[src/hdl/pbps_pkg.sv]
package pbps_pkg;
   localparam int PortW   = 8;
   localparam int P3W     = 5;
   localparam int AddrW   = 24;
   localparam int DataW   = 16;
   // Port three bit positions
   localparam int P3Rd    = 0;
   localparam int P3WrLo  = 1;
   localparam int P3WrHi  = 2;
   localparam int P3Wait  = 3;
   localparam int P3Req   = 4;
   // Field positions on the internal buses
   localparam int AdLoLsb  = 0;
   localparam int AdHiLsb  = 8;
   localparam int AdTopLsb = 16;
   // Reset values
   localparam logic [PortW-1:0] PortRst  = 8'h00;
   localparam logic [PortW-1:0] OeOffAll = 8'hFF;
   localparam logic [P3W-1:0]   P3Rst    = 5'h00;
   localparam logic [P3W-1:0]   P3OeOff  = 5'h1F;
   localparam logic [DataW-1:0] DataRst  = 16'h0000;
   // Bus ownership, Gray coded
   typedef enum logic [0:0] {
      OWN_BUS  = 1'h0,
      FREE_BUS = 1'h1
   } pbps_own_t;
endpackage : pbps_pkg

[src/hdl/pbps_arb_if.sv]
interface pbps_arb_if;
   logic waitRaw;
   logic reqRaw;
   logic waitEn;
   logic reqEn;
   logic busIdle;
   logic holdBus;
   logic granted;
   modport ctl (input waitRaw, reqRaw, waitEn, reqEn, busIdle, output holdBus, granted);
   modport mux (output waitRaw, reqRaw, waitEn, reqEn, busIdle, input holdBus, granted);
endinterface : pbps_arb_if

[src/hdl/pbps_arb.sv]
module pbps_arb (
   // Clock and reset
   input wire logic core_clk,
   input wire logic rst,
   // Arbitration carrier
   pbps_arb_if.ctl  arb
);
   logic [2:0]        waitSync_q;
   logic [2:0]        reqSync_q;
   logic              waitLvl_q;
   logic              reqLvl_q;
   pbps_pkg::pbps_own_t own_q;

   // -------------------------------------------------
   // Pin synchronisers
   // -------------------------------------------------
   always_ff @(posedge core_clk or posedge rst) begin
      if (rst) begin
         waitSync_q <= 3'h0;
         reqSync_q  <= 3'h0;
      end else begin
         waitSync_q <= {waitSync_q[1:0], ~arb.waitRaw};
         reqSync_q  <= {reqSync_q[1:0], ~arb.reqRaw};
      end
   end

   // A change counts only once stages two and three agree, filtering one-cycle glitches
   always_ff @(posedge core_clk or posedge rst) begin
      if (rst) begin
         waitLvl_q <= 1'h0;
         reqLvl_q  <= 1'h0;
      end else begin
         if (waitSync_q[1] == waitSync_q[2]) begin
            waitLvl_q <= waitSync_q[2];
         end
         if (reqSync_q[1] == reqSync_q[2]) begin
            reqLvl_q <= reqSync_q[2];
         end
      end
   end

   // -------------------------------------------------
   // Ownership
   // -------------------------------------------------
   // Release only between cycles so a running access is never cut in half
   always_ff @(posedge core_clk or posedge rst) begin
      if (rst) begin
         own_q <= pbps_pkg::OWN_BUS;
      end else begin
         unique case (own_q)
            pbps_pkg::OWN_BUS: begin
               if (arb.reqEn && reqLvl_q && arb.busIdle) begin
                  own_q <= pbps_pkg::FREE_BUS;
               end
            end
            pbps_pkg::FREE_BUS: begin
               if (!(arb.reqEn && reqLvl_q)) begin
                  own_q <= pbps_pkg::OWN_BUS;
               end
            end
         endcase
      end
   end

   assign arb.holdBus = arb.waitEn & waitLvl_q;
   assign arb.granted = (own_q == pbps_pkg::FREE_BUS);
endmodule : pbps_arb

[src/hdl/pbps_pin_mux.sv]
module pbps_pin_mux (
   // Clock and reset
   input  wire logic        core_clk,
   input  wire logic        rst,
   // Function selects
   input  wire logic        port0BusSel,
   input  wire logic        port1BusSel,
   input  wire logic        port1AddrOnly,
   input  wire logic        port2BusSel,
   input  wire logic        port2TopByte,
   input  wire logic [4:0]  port3FuncSel,
   // General-purpose port settings, direction 1 = output
   input  wire logic [7:0]  gpioDir0,
   input  wire logic [7:0]  gpioDir1,
   input  wire logic [7:0]  gpioDir2,
   input  wire logic [7:0]  gpioOut0,
   input  wire logic [7:0]  gpioOut1,
   input  wire logic [7:0]  gpioOut2,
   input  wire logic [4:0]  port3Dir,
   input  wire logic [4:0]  port3Out,
   output logic      [7:0]  gpioIn0,
   output logic      [7:0]  gpioIn1,
   output logic      [7:0]  gpioIn2,
   output logic      [4:0]  port3In,
   // Bus controller side
   input  wire logic [23:0] busAddr,
   input  wire logic [15:0] busWrData,
   input  wire logic        busAddrPhase,
   input  wire logic        busRead,
   input  wire logic        busWrite,
   input  wire logic        busWrLow,
   input  wire logic        busWrHigh,
   input  wire logic        busIdle,
   output logic      [15:0] busRdData,
   output logic             busHold,
   output logic             bus_grant_out,
   output logic             readWrite,
   // Pins, output enables active low
   input  wire logic [7:0]  port_zero_pins_in,
   output logic      [7:0]  port_zero_pins_out,
   output logic      [7:0]  port_zero_pins_oe_n,
   input  wire logic [7:0]  port_one_pins_in,
   output logic      [7:0]  port_one_pins_out,
   output logic      [7:0]  port_one_pins_oe_n,
   input  wire logic [7:0]  port_two_pins_in,
   output logic      [7:0]  port_two_pins_out,
   output logic      [7:0]  port_two_pins_oe_n,
   input  wire logic [4:0]  port_three_pins_in,
   output logic      [4:0]  port_three_pins_out,
   output logic      [4:0]  port_three_pins_oe_n,
   output logic      [4:0]  port_three_pull_up_en
);
   pbps_arb_if arb ();

   logic [7:0]  p0Out_d, p1Out_d, p2Out_d, p0Oe_d, p1Oe_d, p2Oe_d;
   logic [4:0]  p3Out_d, p3Oe_d;
   logic [7:0]  in0S1_q, in0S2_q, in0S3_q;
   logic [7:0]  in1S1_q, in1S2_q, in1S3_q;
   logic [7:0]  in2S1_q, in2S2_q, in2S3_q;
   logic [4:0]  in3S1_q, in3S2_q, in3S3_q;
   logic        own;
   logic        drvData;

   assign arb.waitRaw = port_three_pins_in[pbps_pkg::P3Wait];
   assign arb.reqRaw  = port_three_pins_in[pbps_pkg::P3Req];
   assign arb.waitEn  = port3FuncSel[pbps_pkg::P3Wait];
   assign arb.reqEn   = port3FuncSel[pbps_pkg::P3Req];
   assign arb.busIdle = busIdle;

   pbps_arb pbps_arb_i (
      .core_clk (core_clk),
      .rst      (rst),
      .arb      (arb)
   );

   assign own     = ~arb.granted;
   // Data pins drive only in the data phase of a write
   assign drvData = own & busWrite & ~busAddrPhase;

   // -------------------------------------------------
   // Pin value and enable selection
   // -------------------------------------------------
   always_comb begin
      // Ports zero to two as general-purpose pins
      p0Out_d = gpioOut0;
      p1Out_d = gpioOut1;
      p2Out_d = gpioOut2;
      p0Oe_d  = ~gpioDir0;
      p1Oe_d  = ~gpioDir1;
      p2Oe_d  = ~gpioDir2;
      if (port0BusSel) begin
         p0Out_d = busAddrPhase ? busAddr[pbps_pkg::AdLoLsb +: pbps_pkg::PortW]
                                : busWrData[pbps_pkg::AdLoLsb +: pbps_pkg::PortW];
         p0Oe_d  = (own && (busAddrPhase || drvData)) ? pbps_pkg::PortRst : pbps_pkg::OeOffAll;
      end
      if (port1BusSel) begin
         if (port1AddrOnly) begin
            p1Out_d = busAddr[pbps_pkg::AdHiLsb +: pbps_pkg::PortW];
            p1Oe_d  = own ? pbps_pkg::PortRst : pbps_pkg::OeOffAll;
         end else begin
            p1Out_d = busAddrPhase ? busAddr[pbps_pkg::AdHiLsb +: pbps_pkg::PortW]
                                   : busWrData[pbps_pkg::AdHiLsb +: pbps_pkg::PortW];
            p1Oe_d  = (own && (busAddrPhase || drvData)) ? pbps_pkg::PortRst : pbps_pkg::OeOffAll;
         end
      end
      if (port2BusSel) begin
         p2Out_d = port2TopByte ? busAddr[pbps_pkg::AdTopLsb +: pbps_pkg::PortW]
                                : busAddr[pbps_pkg::AdLoLsb +: pbps_pkg::PortW];
         p2Oe_d  = own ? pbps_pkg::PortRst : pbps_pkg::OeOffAll;
      end
      // Port three: bits 30 and 31 turn round only as strobes, floating while the bus is granted
      p3Out_d = port3Out;
      p3Oe_d  = ~port3Dir;
      p3Oe_d[pbps_pkg::P3Rd]   = 1'h0;
      p3Oe_d[pbps_pkg::P3WrLo] = 1'h0;
      if (port3FuncSel[pbps_pkg::P3Rd]) begin
         p3Out_d[pbps_pkg::P3Rd] = ~(own & busRead);
         p3Oe_d[pbps_pkg::P3Rd]  = ~own;
      end
      if (port3FuncSel[pbps_pkg::P3WrLo]) begin
         p3Out_d[pbps_pkg::P3WrLo] = ~(own & busWrLow);
         p3Oe_d[pbps_pkg::P3WrLo]  = ~own;
      end
      if (port3FuncSel[pbps_pkg::P3WrHi]) begin
         p3Out_d[pbps_pkg::P3WrHi] = ~(own & busWrHigh);
         p3Oe_d[pbps_pkg::P3WrHi]  = ~own;
      end
      // Wait and request are inputs whenever selected
      if (port3FuncSel[pbps_pkg::P3Wait]) begin
         p3Oe_d[pbps_pkg::P3Wait] = 1'h1;
      end
      if (port3FuncSel[pbps_pkg::P3Req]) begin
         p3Oe_d[pbps_pkg::P3Req] = 1'h1;
      end
   end

   // -------------------------------------------------
   // Registered pin drivers
   // -------------------------------------------------
   // Reset leaves every pin floating so nothing fights the board before setup
   always_ff @(posedge core_clk or posedge rst) begin
      if (rst) begin
         port_zero_pins_out    <= pbps_pkg::PortRst;
         port_one_pins_out     <= pbps_pkg::PortRst;
         port_two_pins_out     <= pbps_pkg::PortRst;
         port_zero_pins_oe_n   <= pbps_pkg::OeOffAll;
         port_one_pins_oe_n    <= pbps_pkg::OeOffAll;
         port_two_pins_oe_n    <= pbps_pkg::OeOffAll;
         port_three_pins_out   <= pbps_pkg::P3OeOff;
         port_three_pins_oe_n  <= pbps_pkg::P3OeOff;
         port_three_pull_up_en <= pbps_pkg::P3Rst;
      end else begin
         port_zero_pins_out    <= p0Out_d;
         port_one_pins_out     <= p1Out_d;
         port_two_pins_out     <= p2Out_d;
         port_zero_pins_oe_n   <= p0Oe_d;
         port_one_pins_oe_n    <= p1Oe_d;
         port_two_pins_oe_n    <= p2Oe_d;
         port_three_pins_out   <= p3Out_d;
         port_three_pins_oe_n  <= p3Oe_d;
         // Pull-ups only on bits 32-34 and only while not driving
         port_three_pull_up_en <= {p3Oe_d[pbps_pkg::P3Req:pbps_pkg::P3WrHi], 2'h0};
      end
   end

   // -------------------------------------------------
   // Input capture
   // -------------------------------------------------
   always_ff @(posedge core_clk or posedge rst) begin
      if (rst) begin
         {in0S1_q, in0S2_q, in0S3_q} <= {3{pbps_pkg::PortRst}};
         {in1S1_q, in1S2_q, in1S3_q} <= {3{pbps_pkg::PortRst}};
         {in2S1_q, in2S2_q, in2S3_q} <= {3{pbps_pkg::PortRst}};
         {in3S1_q, in3S2_q, in3S3_q} <= {3{pbps_pkg::P3Rst}};
      end else begin
         in0S1_q <= port_zero_pins_in;
         in0S2_q <= in0S1_q;
         in0S3_q <= in0S2_q;
         in1S1_q <= port_one_pins_in;
         in1S2_q <= in1S1_q;
         in1S3_q <= in1S2_q;
         in2S1_q <= port_two_pins_in;
         in2S2_q <= in2S1_q;
         in2S3_q <= in2S2_q;
         in3S1_q <= port_three_pins_in;
         in3S2_q <= in3S1_q;
         in3S3_q <= in3S2_q;
      end
   end

   // A bit moves only once stages two and three agree, so a pin caught mid-swing never shows up
   always_ff @(posedge core_clk or posedge rst) begin
      if (rst) begin
         gpioIn0   <= pbps_pkg::PortRst;
         gpioIn1   <= pbps_pkg::PortRst;
         gpioIn2   <= pbps_pkg::PortRst;
         port3In   <= pbps_pkg::P3Rst;
         busRdData <= pbps_pkg::DataRst;
      end else begin
         gpioIn0   <= (in0S2_q & in0S3_q) | (gpioIn0 & (in0S2_q ^ in0S3_q));
         gpioIn1   <= (in1S2_q & in1S3_q) | (gpioIn1 & (in1S2_q ^ in1S3_q));
         gpioIn2   <= (in2S2_q & in2S3_q) | (gpioIn2 & (in2S2_q ^ in2S3_q));
         port3In   <= (in3S2_q & in3S3_q) | (port3In & (in3S2_q ^ in3S3_q));
         busRdData <= ({in1S2_q, in0S2_q} & {in1S3_q, in0S3_q})
                    | (busRdData & ({in1S2_q, in0S2_q} ^ {in1S3_q, in0S3_q}));
      end
   end

   // -------------------------------------------------
   // Bus status
   // -------------------------------------------------
   always_ff @(posedge core_clk or posedge rst) begin
      if (rst) begin
         busHold       <= 1'h0;
         bus_grant_out <= 1'h0;
         readWrite     <= 1'h1;
      end else begin
         busHold       <= arb.holdBus;
         bus_grant_out <= arb.granted;
         readWrite     <= ~busWrite;
      end
   end
endmodule : pbps_pin_mux

[config.mk]
export PLATFORM = sky130hd
export DESIGN_NAME = pbps_pin_mux
export DESIGN_NICKNAME = d
export VERILOG_FILES = /design/src/hdl/pbps_pkg.sv /design/src/hdl/pbps_arb_if.sv /design/src/hdl/pbps_arb.sv /design/src/hdl/pbps_pin_mux.sv
export SDC_FILE = /design/constraint.sdc
export NUM_CORES = 1
export LEC_CHECK = 0
export ABC_AREA = 1
export ABC_CLOCK_PERIOD_IN_PS = 6900
export BUFFER_PORTS_ARGS = -buffer_cell sky130_fd_sc_hd__buf_2
export CAP_MARGIN = 30
export CORE_UTILIZATION = 30
export CTS_BUF_LIST = sky130_fd_sc_hd__clkbuf_4 sky130_fd_sc_hd__clkbuf_8 sky130_fd_sc_hd__clkbuf_16
export CTS_CLUSTER_DIAMETER = 120
export DETAILED_ROUTE_END_ITERATION = 12
export GPL_ROUTABILITY_DRIVEN = 0
export MAX_ROUTING_LAYER = met4
export PLACE_DENSITY_LB_ADDON = 0.3
export REMOVE_ABC_BUFFERS = 1
export SYNTH_ARGS = -nofsm -noshare
export SYNTH_HDL_FRONTEND = slang
export SYNTH_SLANG_ARGS = --single-unit
[constraint.sdc]
create_clock -name core_clk -period 6.9 [get_ports core_clk]
set_input_delay 1.035 -clock core_clk [delete_from_list [all_inputs] [get_ports core_clk]]
set_output_delay 1.035 -clock core_clk [all_outputs]
set_load 0.01 [all_outputs]
Word level (Yosys, flattened, before mapping)
Cells that the tools add are included.

Shift-type cells: 0. Bitwise logic cells: 38. $mul: 0. Reductions and logical operators: 4. Div/mod/pow operators: 0. Equal/unequal tests: 2. Mux-type cells: 24. $lt $le $gt $ge: 0. $add $sub $neg: 0.

Operators by type and width (count): two-way mux 8 bit (13); bitwise AND 8 bit (6); bitwise AND 16 bit (2); NOT 8 bit (3); bitwise OR 8 bit (3); bitwise XOR 8 bit (3); bitwise OR 16 bit (1); bitwise XOR 16 bit (1); bitwise AND 5 bit (2); two-way mux 1 bit (10); NOT 1 bit (8); bitwise AND 1 bit (6); NOT 5 bit (1); bitwise OR 5 bit (1); bitwise XOR 5 bit (1); logical AND 1 bit (3); equality test 1 bit (2); case mux 1 bit (2 select lines) (1); logical OR 1 bit (1).

Output and inout port bits: 111. Register bits: 205. Logic and storage cells: 102. ROM bits: 0. Input bits: 145. Bits in writable memories: 0. Memories: 0. Bits in latches: 0.

Longest topological paths before layout
Gate-level depths: netlist of the first run.

Depth in word-level cells: 8. Gate-level depth with buffers: 5. Gate-level depth less buffers: 5.

Cells and area by module
A second synthesis of the first run with hierarchy kept.

Cells, all modules: 537. Area, all modules: 6960.4 um2.

Modules (own cells, without submodules): pbps_pin_mux (times used 1, cells an instance 512, seq. area each 4948.5 um2, area each 6672.6 um2); pbps_arb (times used 1, cells an instance 25, seq. area each 225.2 um2, area each 287.8 um2).

Worst setup path before layout of the first run
OpenSTA, ideal clock, no wires.

Kind: input -> register. Start: input port busAddrPhase. End: register port_one_pins_out[0]. Required time: 6.783 ns. Data arrival time: 1.487 ns. Stages on the path: 5. Path slack: 5.296 ns. Path buffers: 1. Setup time: 0.117 ns. Cell sequence: buf_6 -> nor2_4 -> nand2_1 -> nand3_1 -> nand2_1.

Word-level cells in the longest chain between the ends: 3.

RTL lines: start, declared (line pbps_pin_mux.sv:28) `input wire logic busAddrPhase,`; two-way mux 8 bit (line pbps_pin_mux.sv:101) `p1Out_d = busAddrPhase ? busAddr[pbps_pkg::AdHiLsb +: pbps_pkg::PortW]`; two-way mux 8 bit (line pbps_pin_mux.sv:97) `if (port1AddrOnly) begin`; two-way mux 8 bit (line pbps_pin_mux.sv:96) `if (port1BusSel) begin`; net p1Out_d[0] (line pbps_pin_mux.sv:55) `logic [7:0] p0Out_d, p1Out_d, p2Out_d, p0Oe_d, p1Oe_d, p2Oe_d;`; end signal, assigned (line pbps_pin_mux.sv:144) `port_one_pins_out <= pbps_pkg::PortRst;`; end signal, assigned (line pbps_pin_mux.sv:154) `port_one_pins_out <= p1Out_d;`; end, declared (line pbps_pin_mux.sv:43) `output logic [7:0] port_one_pins_out,`.

The timed path passes the listed nets, and every way through them passes these cells. A chain may end at the register's enable or synchronous reset.

Worst setup path after layout of the first run
Start: register port_zero_pins_oe_n[0]. End: output port port_zero_pins_oe_n[0].

RTL lines: start, declared (line pbps_pin_mux.sv:41) `output logic [7:0] port_zero_pins_oe_n,`; start signal, assigned (line pbps_pin_mux.sv:146) `port_zero_pins_oe_n <= pbps_pkg::OeOffAll;`; start signal, assigned (line pbps_pin_mux.sv:156) `port_zero_pins_oe_n <= p0Oe_d;`.

No word-level cell between the ends.

==> metrics.txt, run 1 <==
Seq/Total Area, Yosys 74.6%; worst clock skew just over 8 ps; Slowest cell on crit path dfstp_2; IO Pins 256; dpl cells around 1100; max-slew headroom at the worst pin 45.4%; Seq cells post-synth 205; Worst Path Max Fanout 1; share of cells above drive strength 1 between 40 and 50%; largest net degree at the start of global routing between 100 and 150; GRT Overall Usage 13.3%; Critical R2R Launch pbps_arb_i.arb.granted; IO buf count 251; total chip power 2810 uW; synthesized instance count 529; vias in the first global route 4542; CP Launch Type flop; Fin Setup TNS 0 ps; Post-Place Cell Area between 8000 and 9000 um^2; endpoints failing hold 0; worst-path cell chain buf_2; gr ovfl total 0; Hold Buf Count CTS 0; postcts setup bufs 0; CP Class reg -> out; post-CTS sizing 0; max-cap violation count 0; core area ~23000 um^2; Slew @ Worst Pin 819 ps; post-route cell area 9290 um^2; Tmin final 2200 ps; diode count 0; final period utilization 31.9%; Yosys top cell area share 61.3%; area of the multi-input gates about 1500 um^2; peak supply drop roughly 0.13 mV; Worst EP arrival around 1200 ps; H-Tree Depth 1; hold path cells 0; Detailed Place HPWL 10.8 mm; worst skew pair latency between 400 and 500 ps; Distinct cells, synth 24; worst r2r path cells 4; top post-synthesis cells by area dfrtp_1 (61%), dfstp_2 (13%), nand2_1 (7.3%); Non-Filler Instances between 1000 and 1500; Die Footprint ~24000 um^2; Core Rows 55; routed wire length 15.0 mm; Worst Hold Class reg -> reg; CTS Buf Count 22; delay-heaviest family, CP flip-flops; RSZ-0062 raised after global routing false; CTS tree yes; Largest register FFs 16; drt wl/cell about 14 um; Place WS 4060 ps; synthesized area 6940 um^2; CTS Buffer Depth 3; HP Start in0S1_q[3]; Yosys warning count 0; fmax 0.454 GHz; initial antenna violation count 0; CP max stage delay 530 ps; area delta synth->final 33.9%; vias per inst 4.18; power per cell area 302 nW/um^2; die height 154 um; FF-to-FF setup slack 5540 ps; initial core utilization between 30% and 40%; WP buf/inv 1; Slew Limit Fails 0; Iter 0 DRT Violations 195; Die X 154 um; Clock Root Buffer clkbuf_16; first-pass GRT wire length between 20 and 25 mm; required time of the worst setup path 5860 ps; clock sink count between 200 and 250; status complete, no violations; critical path endpoint category primary output; Fillers about 2200; ANT nets after route 0; largest register by flop count busRdData; register area 5170 um^2; average cell area after synthesis 13.1 um^2; Nets between 900 and 1000; Via Count 4580; end of the worst hold path in0S2_q[3]; TritonRoute pass-1 iters 4; cell accounting for the most synthesized area dfrtp_1; DRC viols 0; Reg-to-Reg End port_zero_pins_oe_n[3]; Leak 0.00492 uW; Clk pin slew, worst setup/hold paths 60 ps; Final Setup Violations 0; post-route worst setup slack 4700 ps
-- layout make-up --
cell class	count	share of cell area (%)
flip-flops and latches	205	55.7
multi-input cells	268	16.4
repair buffers	253	13.9
clock buffers	30	7.10
well taps	285	3.84
inverters	46	1.94
clock inverters	10	1.17
-- report_power, final --
part	switching, uW	internal [uW]	total, uW
registers	34.9	1300	1340
clock network	463	745	1210
logic	154	112	266
-- Yosys cell counts --
master	instances
dfrtp_1	170
nand2_1	135
inv_1	41
dfstp_2	35
ha_1	29
nor2_1	20
a31oi_1	19
a21o_1	13
o21ai_0	10
nand2_2	9
nand3_1	8
o21ai_2	8
buf_2	6
or2_2	6
inv_2	5
buf_4	3
buf_6	2
maj3_1	2
nand2_4	2
or2_1	2
a21oi_4	1
conb_1	1
nor2_4	1
o21ai_4	1
-- placed cells by master, fill, tap and decap left out --
master / count
a21o_1: 13
a21oi_4: 1
a31oi_1: 19
buf_16: 1
buf_2: 251
buf_4: 1
bufinv_16: 2
clkbuf_16: 23
clkbuf_4: 2
clkbuf_8: 5
clkinv_2: 5
clkinv_4: 1
clkinvlp_4: 2
conb_1: 2
dfrtp_1: 170
dfstp_2: 35
ha_1: 29
inv_1: 40
inv_2: 5
inv_8: 1
maj3_1: 2
nand2_1: 135
nand2_2: 9
nand2_4: 2
nand3_1: 8
nor2_1: 20
nor2_4: 1
o21ai_0: 10
o21ai_2: 8
o21ai_4: 1
or2_1: 2
or2_2: 6
-- routing by layer --
layer / GRT usage, % / wire (um)
met1: 17.0 / 6670
met2: 21.3 / 7150
met4: 3.95 / 272
met3: 2.59 / 873
met5: - / 0
-- through the flow --
step / util (%) / hold slack (ps)
4_1_cts: 40.9 / 348
5_1_grt: 41.0 / 351
3_3_place_gp: 37.5 / 332
3_5_place_dp: 37.5 / 335
6_report: 41.0 / 346
2_1_floorplan: - / 331
-- logic make-up (layout without fill, tap and decap cells) --
logic type | Yosys count | count (layout) | synth area share [%]
buffers and inverters | 57 | 339 | 3.57
AND/OR/NAND/NOR | 183 | 183 | 11.0
AO/OA/AOI/OAI | 52 | 52 | 5.32
flip-flops | 205 | 205 | 74.6
other | 1 | 2 | 0.0540
adder cells (fa/ha/maj) | 31 | 31 | 5.52
-- how the worst max path moves through the flow --
stage,start,to,slack (ps),depth (start not counted)
after CTS,rst,in2S3_q[5],4600,3
after detailed placement,rst,busRdData[5],4060,3
after global routing,rst,busRdData[12],4530,4
final,port_zero_pins_oe_n[0],port_zero_pins_oe_n[0],4700,1
after floorplan,rst,busHold,330,1
after global placement,rst,busRdData[4],4090,3
(Power assumes the default switching activity.)
==> run 2: changes to the inputs <==
--- a/config.mk
+++ b/config.mk
@@ -6,7 +6,7 @@
 export NUM_CORES = 1
 export LEC_CHECK = 0
 export ABC_AREA = 1
-export ABC_CLOCK_PERIOD_IN_PS = 6900
+export ABC_CLOCK_PERIOD_IN_PS = 2300
 export BUFFER_PORTS_ARGS = -buffer_cell sky130_fd_sc_hd__buf_2
 export CAP_MARGIN = 30
 export CORE_UTILIZATION = 30
==> constraint.sdc (replaced) <==
create_clock -name core_clk -period 2.3 [get_ports core_clk]
set_input_delay 0.345 -clock core_clk [delete_from_list [all_inputs] [get_ports core_clk]]
set_output_delay 0.345 -clock core_clk [all_outputs]
set_load 0.01 [all_outputs]
==> metrics.txt, run 2 (synthesis results as in run 1) <==
Worst Hold Class in -> reg; Clk pin slew, worst setup/hold paths 60 ps (about the same); Leak 0.00515 uW (+4.6%); Comb pwr share 10.4% (+0.9 points); power per cell area 859 nW/um^2 (+180%); RSZ-0062 raised after global routing false; initial antenna violation count 0 (unchanged); area delta synth->final 41.6%; vias per inst 4.15 (-0.69%); TritonRoute pass-1 iters 4 (unchanged); Final Setup Violations 0 (unchanged); Fillers 2108 (-2.5%); NetSw 1930 uW (+200%); share of cells above drive strength 1 42.0% (-2.6 points); clock network power share 42.0% (-1.0 points); required time of the worst setup path 1960 ps (-3900 ps); WP buf/inv 1 (unchanged); hold path cells 2 (+2); GRT Overall Usage 13.8% (+0.46 points); number of cells on the critical path 1 (unchanged); vias in the first global route 4935 (+8.7%); drt wl/cell 13.4 um (-1.5%); Reg-to-Reg End port_one_pins_oe_n[1]; endpoints failing hold 0 (unchanged); Die X 154 um (unchanged); initial core utilization 30.6% (unchanged); CTS Buffer Depth 3 (unchanged); final core utilization 43.4% (+2.4 points); fmax 0.663 GHz; CTS tree yes; Slowest cell on crit path dfstp_2; FF-to-FF setup slack 1010 ps (-4530 ps); diode count 0 (unchanged); Non-Filler Instances 1150 (+4.8%); Tmin final 1510 ps; CP Launch Type flop; Sw Ratio 22.9% (-0.32 points); Worst EP arrival 1160 ps (about the same); worst r2r path cells 4 (unchanged); clock sink count 205 (unchanged); Critical R2R Launch pbps_arb_i.arb.granted; DRC viols 0 (unchanged); Iter 0 DRT Violations 100 (-49%); Slew Limit Fails 0 (unchanged); core area 22600 um^2 (unchanged); max-slew headroom at the worst pin 63.6% (+18 points); Detailed Place HPWL 11.1 mm (+2.8%); Slew @ Worst Pin 546 ps (-273 ps); delay-heaviest family, CP flip-flops; gr ovfl total 0 (unchanged); peak supply drop 0.413 mV (+230%); Die Footprint 23700 um^2 (unchanged); Largest register FFs 16 (unchanged); Clock Root Buffer clkbuf_16; CP max stage delay 520 ps (about the same); IO buf count 251 (unchanged); Core Rows 55 (unchanged); IO Pins 256 (unchanged); Worst Path Max Fanout 1 (unchanged); CTS Buf Count 22 (unchanged); final period utilization 65.6%; CP Class reg -> out; worst clock skew 5.58 ps (-2.56 ps); status complete, no violations; dpl cells 1059 (+0.28%); HP Start port3Dir[2]; commonest non-fill, non-tap cells in the layout buf_2 (251), dfrtp_1 (170), nand2_1 (135), dlygate4sd3_1 (52), inv_1 (40); critical path endpoint category primary output; post-CTS sizing 0 (unchanged); largest register by flop count busRdData; Via Count 4768 (+4.1%); worst-path cell chain buf_2; P_int 6510 uW (+200%); H-Tree Depth 1 (unchanged); end of the worst hold path port_three_pins_oe_n[2]; Seq pwr share 47.5% (about the same); worst skew pair latency 490 ps (about the same); commonest non-fill, non-tap cell in the layout buf_2; max-cap violation count 0 (unchanged); routed wire length 15.5 mm (+3.2%); die height 154 um (unchanged); largest net degree at the start of global routing 78 (-44%); ANT nets after route 0 (unchanged); Nets 1024 (+5.6%); first-pass GRT wire length 25.0 mm (+4.4%)
[run 2: cell count changes in the layout (fill, tap and decap cells not counted), moves of 3 or more]
cell / previous run / this run
clkinv_2: 5 / 2
dlygate4sd3_1: 0 / 52
buf_12: 0 / 3
clkbuf_4: 2 / 6
[run 2: power groups by stage]
stage,combinational (uW),clock (uW),sequential [uW]
floorplan,284,0,4160
global placement,817,0,4070
detailed placement,827,0,4070
CTS,901,3670,4010
global route,989,3810,4040
finish,881,3540,4010
[run 2: per-stage QoR]
step	setup TNS (ps)	area, um^2	hold slack (ps)	total power [uW]	worst slack [ps]
2_1_floorplan	-680140	6870	331	4440	-3580
5_1_grt	0	9830	31.7	8840	745
3_3_place_gp	0	8560	332	4890	982
6_report	0	9830	43.5	8440	791
4_1_cts	0	9830	16.5	8590	747
3_5_place_dp	0	8560	335	4900	972
[run 2: area by class of cell]
| type | instances | area [um^2] | area share, % |
|---|---|---|---|
| clock buffers | 35 | 703 | 7.16 |
| clock inverters | 4 | 47.5 | 0.484 |
| inverters | 46 | 180 | 1.83 |
| multi-input cells | 268 | 1520 | 15.5 |
| flip-flops and latches | 205 | 5170 | 52.6 |
| well taps | 285 | 357 | 3.63 |
| repair buffers | 307 | 1840 | 18.8 |
[run 2: repair_timing]
item	4_1_cts	5_1_grt
buffers inserted	0	0
hold buffers	52	0
hold endpoints to repair	123	0
[run 2: worst max-delay path by stage]
stage / startpoint / to
final: port_zero_pins_oe_n[1] / port_zero_pins_oe_n[1]
after global routing: port_zero_pins_oe_n[0] / port_zero_pins_oe_n[0]
after CTS: port_zero_pins_oe_n[3] / port_zero_pins_oe_n[3]
after detailed placement: pbps_arb_i.arb.granted / port_one_pins_oe_n[1]
after global placement: busAddrPhase / port_one_pins_out[1]
after floorplan: rst / busHold
[run 2: per-layer routing]
| metal | wire length [um] | part of all wire (%) | vias up | track usage (%) |
|---|---|---|---|---|
| li1 | - | - | 2316 | - |
| met1 | 6680 | 43 | 2234 | 16.8 |
| met2 | 7330 | 47 | 190 | 22.6 |
| met3 | 967 | 6.3 | 28 | 2.79 |
| met4 | 471 | 3.0 | 0 | 5.10 |
| met5 | 0 | 0 | - | - |
